--- src/sar_pkg.sv ---
// Shared constants and types for the successive-approximation register.
// Assumes a single system clock; no software-visible registers exist.
package sar_pkg;
  // ----------------------------------------------------------------
  // Widths and result constants
  // ----------------------------------------------------------------
  localparam int RESULT_W = 8; // Parallel result width
  localparam int IDX_W = 3; // Trial index width
  localparam logic [IDX_W-1:0] MSB_IDX = 3'h7; // First bit tried
  localparam logic [IDX_W-1:0] LSB_IDX = 3'h0; // Last bit tried
  localparam logic [RESULT_W-1:0] RESULT_CLEAR = 8'h00; // Cleared result
  localparam logic [RESULT_W-1:0] MSB_ONLY = 8'h80; // Value right after start

  // ----------------------------------------------------------------
  // Input synchroniser lanes
  // ----------------------------------------------------------------
  localparam int SYNC_W = 3; // Number of synchronised pins
  localparam int LANE_TRIG = 0; // Conversion trigger lane
  localparam int LANE_COMP = 1; // Comparator decision lane
  localparam int LANE_CTRL = 2; // Shared control pin lane
  localparam logic [SYNC_W-1:0] SYNC_RESET = 3'h0; // Pins assumed low at reset

  // ----------------------------------------------------------------
  // Sequencer states, one-hot
  // ----------------------------------------------------------------
  typedef enum logic [2:0] {
    ST_CLEARED = 3'h1, // Register cleared, waiting for a start
    ST_TRIAL = 3'h2, // Bit trials under way
    ST_DONE = 3'h4 // Result held, conversion complete
  } state_t;

  // Mask with only the given result bit set
  function automatic logic [RESULT_W-1:0] bit_mask(input logic [IDX_W-1:0] idx);
    bit_mask = RESULT_W'(1) << idx;
  endfunction : bit_mask
endpackage : sar_pkg

--- src/pin_sync.sv ---
// Three-stage input synchroniser with agreement filter for the converter pins.
// Assumes the pins are asynchronous to clk_sys.
`timescale 1ns/100ps
module pin_sync (
  input wire logic clk_sys, // System clock
  input wire logic rstn, // Asynchronous reset, active low
  input wire logic [sar_pkg::SYNC_W-1:0] pins_in, // Raw pin levels
  output logic [sar_pkg::SYNC_W-1:0] pins_out // Filtered, synchronous levels
);
  // ----------------------------------------------------------------
  // Synchroniser chain
  // ----------------------------------------------------------------
  logic [sar_pkg::SYNC_W-1:0] meta_q; // First stage, read only by stage two
  logic [sar_pkg::SYNC_W-1:0] stage2_q; // Second stage
  logic [sar_pkg::SYNC_W-1:0] stage3_q; // Third stage

  // Shift chain; the first stage may go metastable
  always_ff @(posedge clk_sys or negedge rstn) begin
    if (!rstn) begin
      meta_q <= sar_pkg::SYNC_RESET;
      stage2_q <= sar_pkg::SYNC_RESET;
      stage3_q <= sar_pkg::SYNC_RESET;
    end else begin
      meta_q <= pins_in;
      stage2_q <= meta_q;
      stage3_q <= stage2_q;
    end
  end

  // ----------------------------------------------------------------
  // Agreement filter
  // ----------------------------------------------------------------
  // A lane only changes once stages two and three agree
  always_ff @(posedge clk_sys or negedge rstn) begin
    if (!rstn) begin
      pins_out <= sar_pkg::SYNC_RESET;
    end else begin
      for (int i = 0; i < sar_pkg::SYNC_W; i++) begin
        if (stage2_q[i] == stage3_q[i]) begin
          pins_out[i] <= stage3_q[i];
        end
      end
    end
  end
endmodule : pin_sync

--- src/successive_approx_register.sv ---
// Successive-approximation register: sequencing, result storage, done flag
// and serial output for an eight-bit analog-to-digital conversion.
// Assumes an external DAC on result_bits and a comparator on comparator_in.
`timescale 1ns/100ps
module successive_approx_register #(
  parameter bit FEED_FORWARD = 1'b1 // 1: control pin is the tap, 0: master clear
) (
  input wire logic clk_sys, // System clock, 10 MHz
  input wire logic rstn, // Asynchronous reset, active low
  input wire logic conversion_trigger, // Start pin
  input wire logic comparator_in, // Comparator decision
  input wire logic control_pin, // Master clear or shortening tap
  output logic [sar_pkg::RESULT_W-1:0] result_bits, // Parallel result to the DAC
  output logic conversion_done, // End of conversion, falling-edge timed
  output logic serial_out, // Serial result stream
  output logic serial_inhibit // High while serial_out is inhibited
);
  // ----------------------------------------------------------------
  // Input capture
  // ----------------------------------------------------------------
  logic [sar_pkg::SYNC_W-1:0] pins_s; // Synchronised pins
  logic trig_s; // Trigger, synchronous
  logic comp_s; // Comparator, synchronous
  logic clear_s; // Master clear, clear variant only
  logic short_s; // Shortening tap, tap variant only
  logic trig_prev_q; // Trigger at the previous edge

  // All pins sampled on the rising edge only
  pin_sync u_pin_sync (
    .clk_sys(clk_sys),
    .rstn(rstn),
    .pins_in({control_pin, comparator_in, conversion_trigger}),
    .pins_out(pins_s)
  );

  assign trig_s = pins_s[sar_pkg::LANE_TRIG];
  assign comp_s = pins_s[sar_pkg::LANE_COMP];
  assign clear_s = !FEED_FORWARD && pins_s[sar_pkg::LANE_CTRL];
  assign short_s = FEED_FORWARD && pins_s[sar_pkg::LANE_CTRL];

  // Previous trigger level for edge detection
  always_ff @(posedge clk_sys or negedge rstn) begin
    if (!rstn) begin
      trig_prev_q <= 1'b0;
    end else begin
      trig_prev_q <= trig_s;
    end
  end

  // ----------------------------------------------------------------
  // Sequencer control
  // ----------------------------------------------------------------
  sar_pkg::state_t state_q; // Sequencer state
  logic [sar_pkg::IDX_W-1:0] idx_q; // Bit under trial
  logic done_pend_q; // Done, rising-edge copy
  logic ninth_q; // Ninth serial bit still owed
  logic start_evt; // Start this edge
  logic advance; // Trial step this edge
  logic finish; // Last trial this edge

  // Start decode; retriggerable in both variants
  always_comb begin
    if (FEED_FORWARD) begin
      // Rising trigger, or trigger high while done
      start_evt = trig_s && (!trig_prev_q || done_pend_q);
    end else begin
      // Cleared register starts on a trigger level
      start_evt = !clear_s && trig_s && (!trig_prev_q || state_q == sar_pkg::ST_CLEARED);
    end
  end

  // Clear variant stalls with trigger low; tap variant never does
  assign advance = state_q == sar_pkg::ST_TRIAL && !clear_s && !start_evt && (FEED_FORWARD || trig_s);
  // Tap high counts as completion
  assign finish = advance && (idx_q == sar_pkg::LSB_IDX || short_s);

  // State and trial index
  always_ff @(posedge clk_sys or negedge rstn) begin
    if (!rstn) begin
      state_q <= sar_pkg::ST_CLEARED;
      idx_q <= sar_pkg::MSB_IDX;
    end else if (clear_s) begin
      state_q <= sar_pkg::ST_CLEARED;
      idx_q <= sar_pkg::MSB_IDX;
    end else if (start_evt) begin
      state_q <= sar_pkg::ST_TRIAL;
      idx_q <= sar_pkg::MSB_IDX;
    end else if (finish) begin
      state_q <= sar_pkg::ST_DONE;
    end else if (advance) begin
      idx_q <= idx_q - 3'h1; // One bit per clock, downward
    end
  end

  // ----------------------------------------------------------------
  // Result register
  // ----------------------------------------------------------------
  // Trial bit decided by comparator, next bit raised
  always_ff @(posedge clk_sys or negedge rstn) begin
    if (!rstn) begin
      result_bits <= sar_pkg::RESULT_CLEAR;
    end else if (clear_s) begin
      result_bits <= sar_pkg::RESULT_CLEAR;
    end else if (start_evt) begin
      result_bits <= sar_pkg::MSB_ONLY;
    end else if (advance) begin
      if (!comp_s) begin
        result_bits <= result_bits & ~sar_pkg::bit_mask(idx_q);
      end
      // No next bit is raised at a shortened end, so the lower bits stay cleared
      if (idx_q != sar_pkg::LSB_IDX && !finish) begin
        result_bits <= (comp_s ? result_bits : result_bits & ~sar_pkg::bit_mask(idx_q))
          | sar_pkg::bit_mask(idx_q - 3'h1);
      end
    end
  end

  // ----------------------------------------------------------------
  // Done flag
  // ----------------------------------------------------------------
  // Rising-edge copy of completion
  always_ff @(posedge clk_sys or negedge rstn) begin
    if (!rstn) begin
      done_pend_q <= 1'b0;
    end else if (clear_s || start_evt) begin
      done_pend_q <= 1'b0;
    end else if (finish) begin
      done_pend_q <= 1'b1;
    end
  end

  // Output moves on the falling edge to let the result settle first
  always_ff @(negedge clk_sys or negedge rstn) begin
    if (!rstn) begin
      conversion_done <= 1'b0;
    end else begin
      conversion_done <= done_pend_q;
    end
  end

  // ----------------------------------------------------------------
  // Serial output
  // ----------------------------------------------------------------
  // Bit under decision appears serially in the following period
  always_ff @(posedge clk_sys or negedge rstn) begin
    if (!rstn) begin
      serial_out <= 1'b0;
      serial_inhibit <= 1'b1;
      ninth_q <= 1'b0;
    end else if (clear_s || start_evt) begin
      serial_out <= 1'b0; // Inhibited while cleared and first period
      serial_inhibit <= 1'b1;
      ninth_q <= 1'b0;
    end else if (advance) begin
      serial_out <= comp_s;
      serial_inhibit <= 1'b0;
      ninth_q <= finish;
    end else if (ninth_q) begin
      serial_out <= comp_s; // Ninth bit, one cycle after done
      serial_inhibit <= 1'b0;
      ninth_q <= 1'b0;
    end else if (state_q == sar_pkg::ST_DONE) begin
      serial_out <= 1'b0; // Second cycle after done
      serial_inhibit <= 1'b1;
    end
  end
endmodule : successive_approx_register

--- config.mk ---
export PLATFORM = sky130hd
export DESIGN_NAME = successive_approx_register
export DESIGN_NICKNAME = d
export VERILOG_FILES = /design/src/sar_pkg.sv /design/src/pin_sync.sv /design/src/successive_approx_register.sv
export SDC_FILE = /design/constraint.sdc
export NUM_CORES = 1
export LEC_CHECK = 0
export ABC_AREA = 1
export BUFFER_PORTS_ARGS = -buffer_cell sky130_fd_sc_hd__buf_2
export CAP_MARGIN = 15
export CELL_PAD_IN_SITES_DETAIL_PLACEMENT = 1
export CELL_PAD_IN_SITES_GLOBAL_PLACEMENT = 1
export CORE_MARGIN = 5
export CORE_UTILIZATION = 47
export CTS_CLUSTER_SIZE = 30
export DETAILED_ROUTE_END_ITERATION = 8
export MAX_ROUTING_LAYER = met4
export PLACE_DENSITY = 0.83
export REMOVE_ABC_BUFFERS = 1
export SETUP_SLACK_MARGIN = 0.4
export SYNTH_ARGS = -nofsm -noshare
export SYNTH_HDL_FRONTEND = slang
export SYNTH_SLANG_ARGS = --single-unit
--- constraint.sdc ---
create_clock -name clk_sys -period 2.8 [get_ports clk_sys]
set_input_delay 0.28 -clock clk_sys [delete_from_list [all_inputs] [get_ports clk_sys]]
set_output_delay 0.28 -clock clk_sys [all_outputs]
set_load 0.03 [all_outputs]
### Word level (Yosys, flattened, before mapping)

Index checks and enable logic that the tools add are counted.

| cells by class | value |
|---|---|
| reductions and logical operators | 15 |
| shift-type cells | 2 |
| equality and inequality tests | 6 |
| multiplexer cells | 21 |
| add/sub/neg operators | 1 |
| bitwise operators | 3 |

Operator list:

| cell | number |
|---|---|
| 2-to-1 mux 8 bit | 4 |
| left shift 1 x 3 -> 8 bit, first input constant | 2 |
| 2-to-1 mux 3 bit | 5 |
| 2-to-1 mux 1 bit | 12 |
| AND 8 bit | 1 |
| inverter 8 bit | 1 |
| bitwise OR 8 bit | 1 |
| logical AND 1 bit | 4 |
| nonzero test 2 bit | 2 |
| nonzero test 4 bit | 1 |
| == test 1 bit | 3 |
| == test 3 x 2 -> 1 bit, second input constant | 1 |
| == test 3 bit, second input constant | 1 |
| zero test 1 bit | 3 |
| zero test 3 bit | 1 |
| nonzero test 3 bit | 1 |
| subtractor 3 x 1 -> 3 bit, second input constant | 1 |
| logical OR 1 bit | 2 |
| inequality test 2 bit, second input constant | 1 |
| AND reduction 2 bit | 1 |

| word-level totals | value |
|---|---|
| bits in registers | 32 |
| word-level logic and storage cells | 63 |
| output and inout port bits | 11 |
| input port bits | 5 |

### Logic depth before layout (Yosys ltp)

| logic depth | value |
|---|---|
| depth in word-level cells | 11 |
| depth in mapped cells | 8 |

### Cells and area by module

From an unflattened synthesis, not the netlist that was laid out.

| second synthesis, totals | value |
|---|---|
| cell total of the unflattened synthesis | 152 |
| area, all modules | 1391.3 um^2 |

Modules (own cells, without submodules):

| module | cells each | instances | area an instance (um^2) |
|---|---|---|---|
| successive_approx_register | 128 | 1 | 1042.2 |
| pin_sync | 24 | 1 | 349.1 |

==> results.tsv <==
stage	metric	value	unit
run_status	status	finished clean	
sta	hold_violations	0	
global_route	grt_overflow_total	0	
placement	dp.cells	190	
setup_path	cp-startpoint	conversion_done	
die	dieArea	4180	sq um
setup_path	arrival	2.26	ns
synthesis	synthDistinctLibCells	20	
final_layout	final_area	1620	sq um
die	rows	19	
final_layout	drive_gt1_share	26.2	%
sta	setup_viol	0	
final_layout	syn_to_final_growth	15.2	%
routing	wl	2900	um
synthesis	synthSimpleGateAreaFrac	27.2	%
die	die_w	64.7	um
synthesis	synth.avg_cell_area	9.75	sq um
sta	slew_violations	0	
setup_path	critPathKind	reg -> out	
global_route	grtUsageTotal	16.3	%
final_layout	multiInputGateArea	543	sq um
synthesis	synth_top_family_by_area	simple AND/OR/NAND/NOR gates	
sta	rsz0062_at_grt	yes	
clock_tree	clkLatencyLatePin	0.34	ns
setup_path	cp.depth	1	
clock_tree	cts_tree	built	
setup_path	path_cells	buf_6	
global_route	grt_max_degree	31	
final_layout	fillers	331	
setup_path	worstSetupStartpointType	register	
sta	setup_tns	0	ns
global_route	grt_pass1_vias	1062	
job	cap_violations	0	
routing	route.detailed.drc	0	
die	core-area	2810	sq um
setup_path	rr_endpoint	conversion_done	
clock_tree	clk_pin_slew	0.09	ns
final_layout	final_net_count	178	
setup_path	crit_family	flip-flops	
synthesis	synthCells	144	
synthesis	yosysTopAreaCell	dfrtp_1	
synthesis	synth-compound-area-share	2.85	%
setup_path	cp_num_buf_inv	1	
placement	placed_area	1510	sq um
power	ir_worst_vdd	0.620	mV
synthesis	synth_seq_cells	31	
setup_path	cp_max_fo	1	
final_layout	final_common_cell	nand2_1	
final_layout	fin_cells	199	
synthesis	syn_area	1400	sq um
synthesis	muxShareOfSynthArea	0	%
routing	drt_iter0_markers	38	
routing	routedWlPerCell	14.6	um
sta	slew_headroom	75.1	%
clock_tree	ctsLongestPathBuffers	2	
power	p_leak	0.862	nW
final_layout	antenna_cells	0	
routing	vias	1041	
setup_path	ff2ff_path_depth	0	
die	pin_count	16	
setup_path	worstPathRequired	2.52	ns
clock_tree	root_buffer	clkbuf_4	
sta	tightest_slew	0.373	ns
clock_tree	cts_sinks	31	
placement	hpwl	2030	um
clock_tree	post_cts_buffers	0	
routing	viasPerCell	5.23	
setup_path	cp-end-kind	primary output	
die	initial_core_util	50.0	%
final_layout	final_cell_mix	nand2_1 (34), dfrtp_1 (25), nand3_1 (19)	
synthesis	yosysWarnings	0	
setup_path	setup.worst_path.end	conversion_done	
setup_path	r2r_slack	0.74	ns
power	powerDensity	1130	nW/um^2
clock_tree	htreeDepth	2	
synthesis	synth-seq-area-share	55.7	%
synthesis	synth_top_area_share	44.6	%
placement	place_congestion	0.767	
clock_tree	cts_inserted_buffers	5	
global_route	antenna_found_initial	0	
setup_path	critPathMaxStageDelay	0.41	ns
routing	drtAntennaViolNets	0	
final_layout	final-seq-area	782	sq um
synthesis	synthTopCellsByArea	dfrtp_1 (45%), dfstp_2 (9.4%), nand2_1 (9.1%)	
setup_path	r2r_start	state_q[2]	
min_path	hold_class	in -> reg	
die	die_y	64.7	um
placement	portBuffers	15	
setup_path	slowest_stage	dfrtn_1	
synthesis	synth-xor-area-share	1.16	%
synthesis	yosys.area_share.adder	7.49	%
sta	fin_skew	0.0115	ns
routing	firstDrtPassIters	5	
global_route	grt_pass1_wl	4940	um
-- through the flow --
step	power (W)	util, %	setup WS (ns)	hold WS, ns
finish	0.00182	57.6	0.256	0.0461
global route	0.00195	57.6	0.202	0.0146
CTS	0.00184	57.6	0.249	0.0367
detailed placement	0.00144	54.0	0.572	0.330
global placement	0.00141	54.0	0.574	0.327
floorplan	0.00123	-	0.587	-0.0156
-- power by group --
group	internal, W	leakage [nW]	switching (W)
logic	0.000241	0.441	0.000542
registers	0.000582	0.373	0.0000900
clock network	0.000211	0.0482	0.000159
total	0.00103	0.862	0.000791
-- layer usage --
metal  global-route usage, %  vias to the layer above  share of wire, %
met5                       -                        -                 0
met4                    7.12                        0               1.8
met3                    5.70                        7               5.0
met2                    26.4                       24                46
met1                    18.2                      513                47
li1                        -                      497                 -
-- worst min-delay path by stage --
stage | from | end | cells after the start
2_1_floorplan | rstn | ninth_q | 0
6_report | control_pin | u_pin_sync.meta_q[2] | 1
4_1_cts | control_pin | u_pin_sync.meta_q[2] | 1
3_5_place_dp | rstn | state_q[1] | 2
5_1_grt | comparator_in | u_pin_sync.meta_q[1] | 1
3_3_place_gp | rstn | serial_out | 2
-- state kept, by name, indices dropped and copies added (netlist names) --
name and count:
result_bits 8, idx_q 3, state_q 3, u_pin_sync.meta_q 3, u_pin_sync.pins_out 3, u_pin_sync.stage2_q 3
u_pin_sync.stage3_q 3, conversion_done 1, ninth_q 1, serial_inhibit 1, serial_out 1, trig_prev_q 1
-- cells by family (layout without fill, tap and decap cells) --
kind of cell	Yosys count	after routing
AO/OA/AOI/OAI	7	7
XOR/XNOR	1	1
buffers and inverters	19	43
adder cells (fa/ha/maj)	9	9
AND/OR/NAND/NOR	77	77
flip-flops	31	31
-- layout make-up --
type	instances	share of cell area [%]
Timing Repair Buffer	17	6.11
Sequential cell	31	48.4
Tap cell	31	2.40
Multi-Input combinational cell	94	33.6
Inverter	18	4.18
Clock buffer	6	3.17
Clock inverter	2	2.17
-- synth_stat cells --
| cell type | number |
|---|---|
| xnor2_2 | 1 |
| nor2_8 | 1 |
| dfrtp_1 | 25 |
| dfstp_2 | 5 |
| nor2_1 | 13 |
| inv_2 | 3 |
| o21bai_1 | 2 |
| and3_2 | 1 |
| ha_1 | 6 |
| nand2_1 | 34 |
| o21ai_0 | 5 |
| nand2_4 | 2 |
| nand2_2 | 5 |
| nand3_4 | 1 |
| dfrtn_1 | 1 |
| buf_6 | 1 |
| maj3_1 | 3 |
| nor2_4 | 1 |
| nand3_1 | 19 |
| inv_1 | 15 |
-- repair_timing --
action / in CTS / in global routing
hold buffers: 1 / 0
hold endpoints to repair: 25 / 0
endpoints found under the setup margin: 1 / 1
resized for setup: 2 / 0
Note: power is estimated with default switching activity, not from simulation.
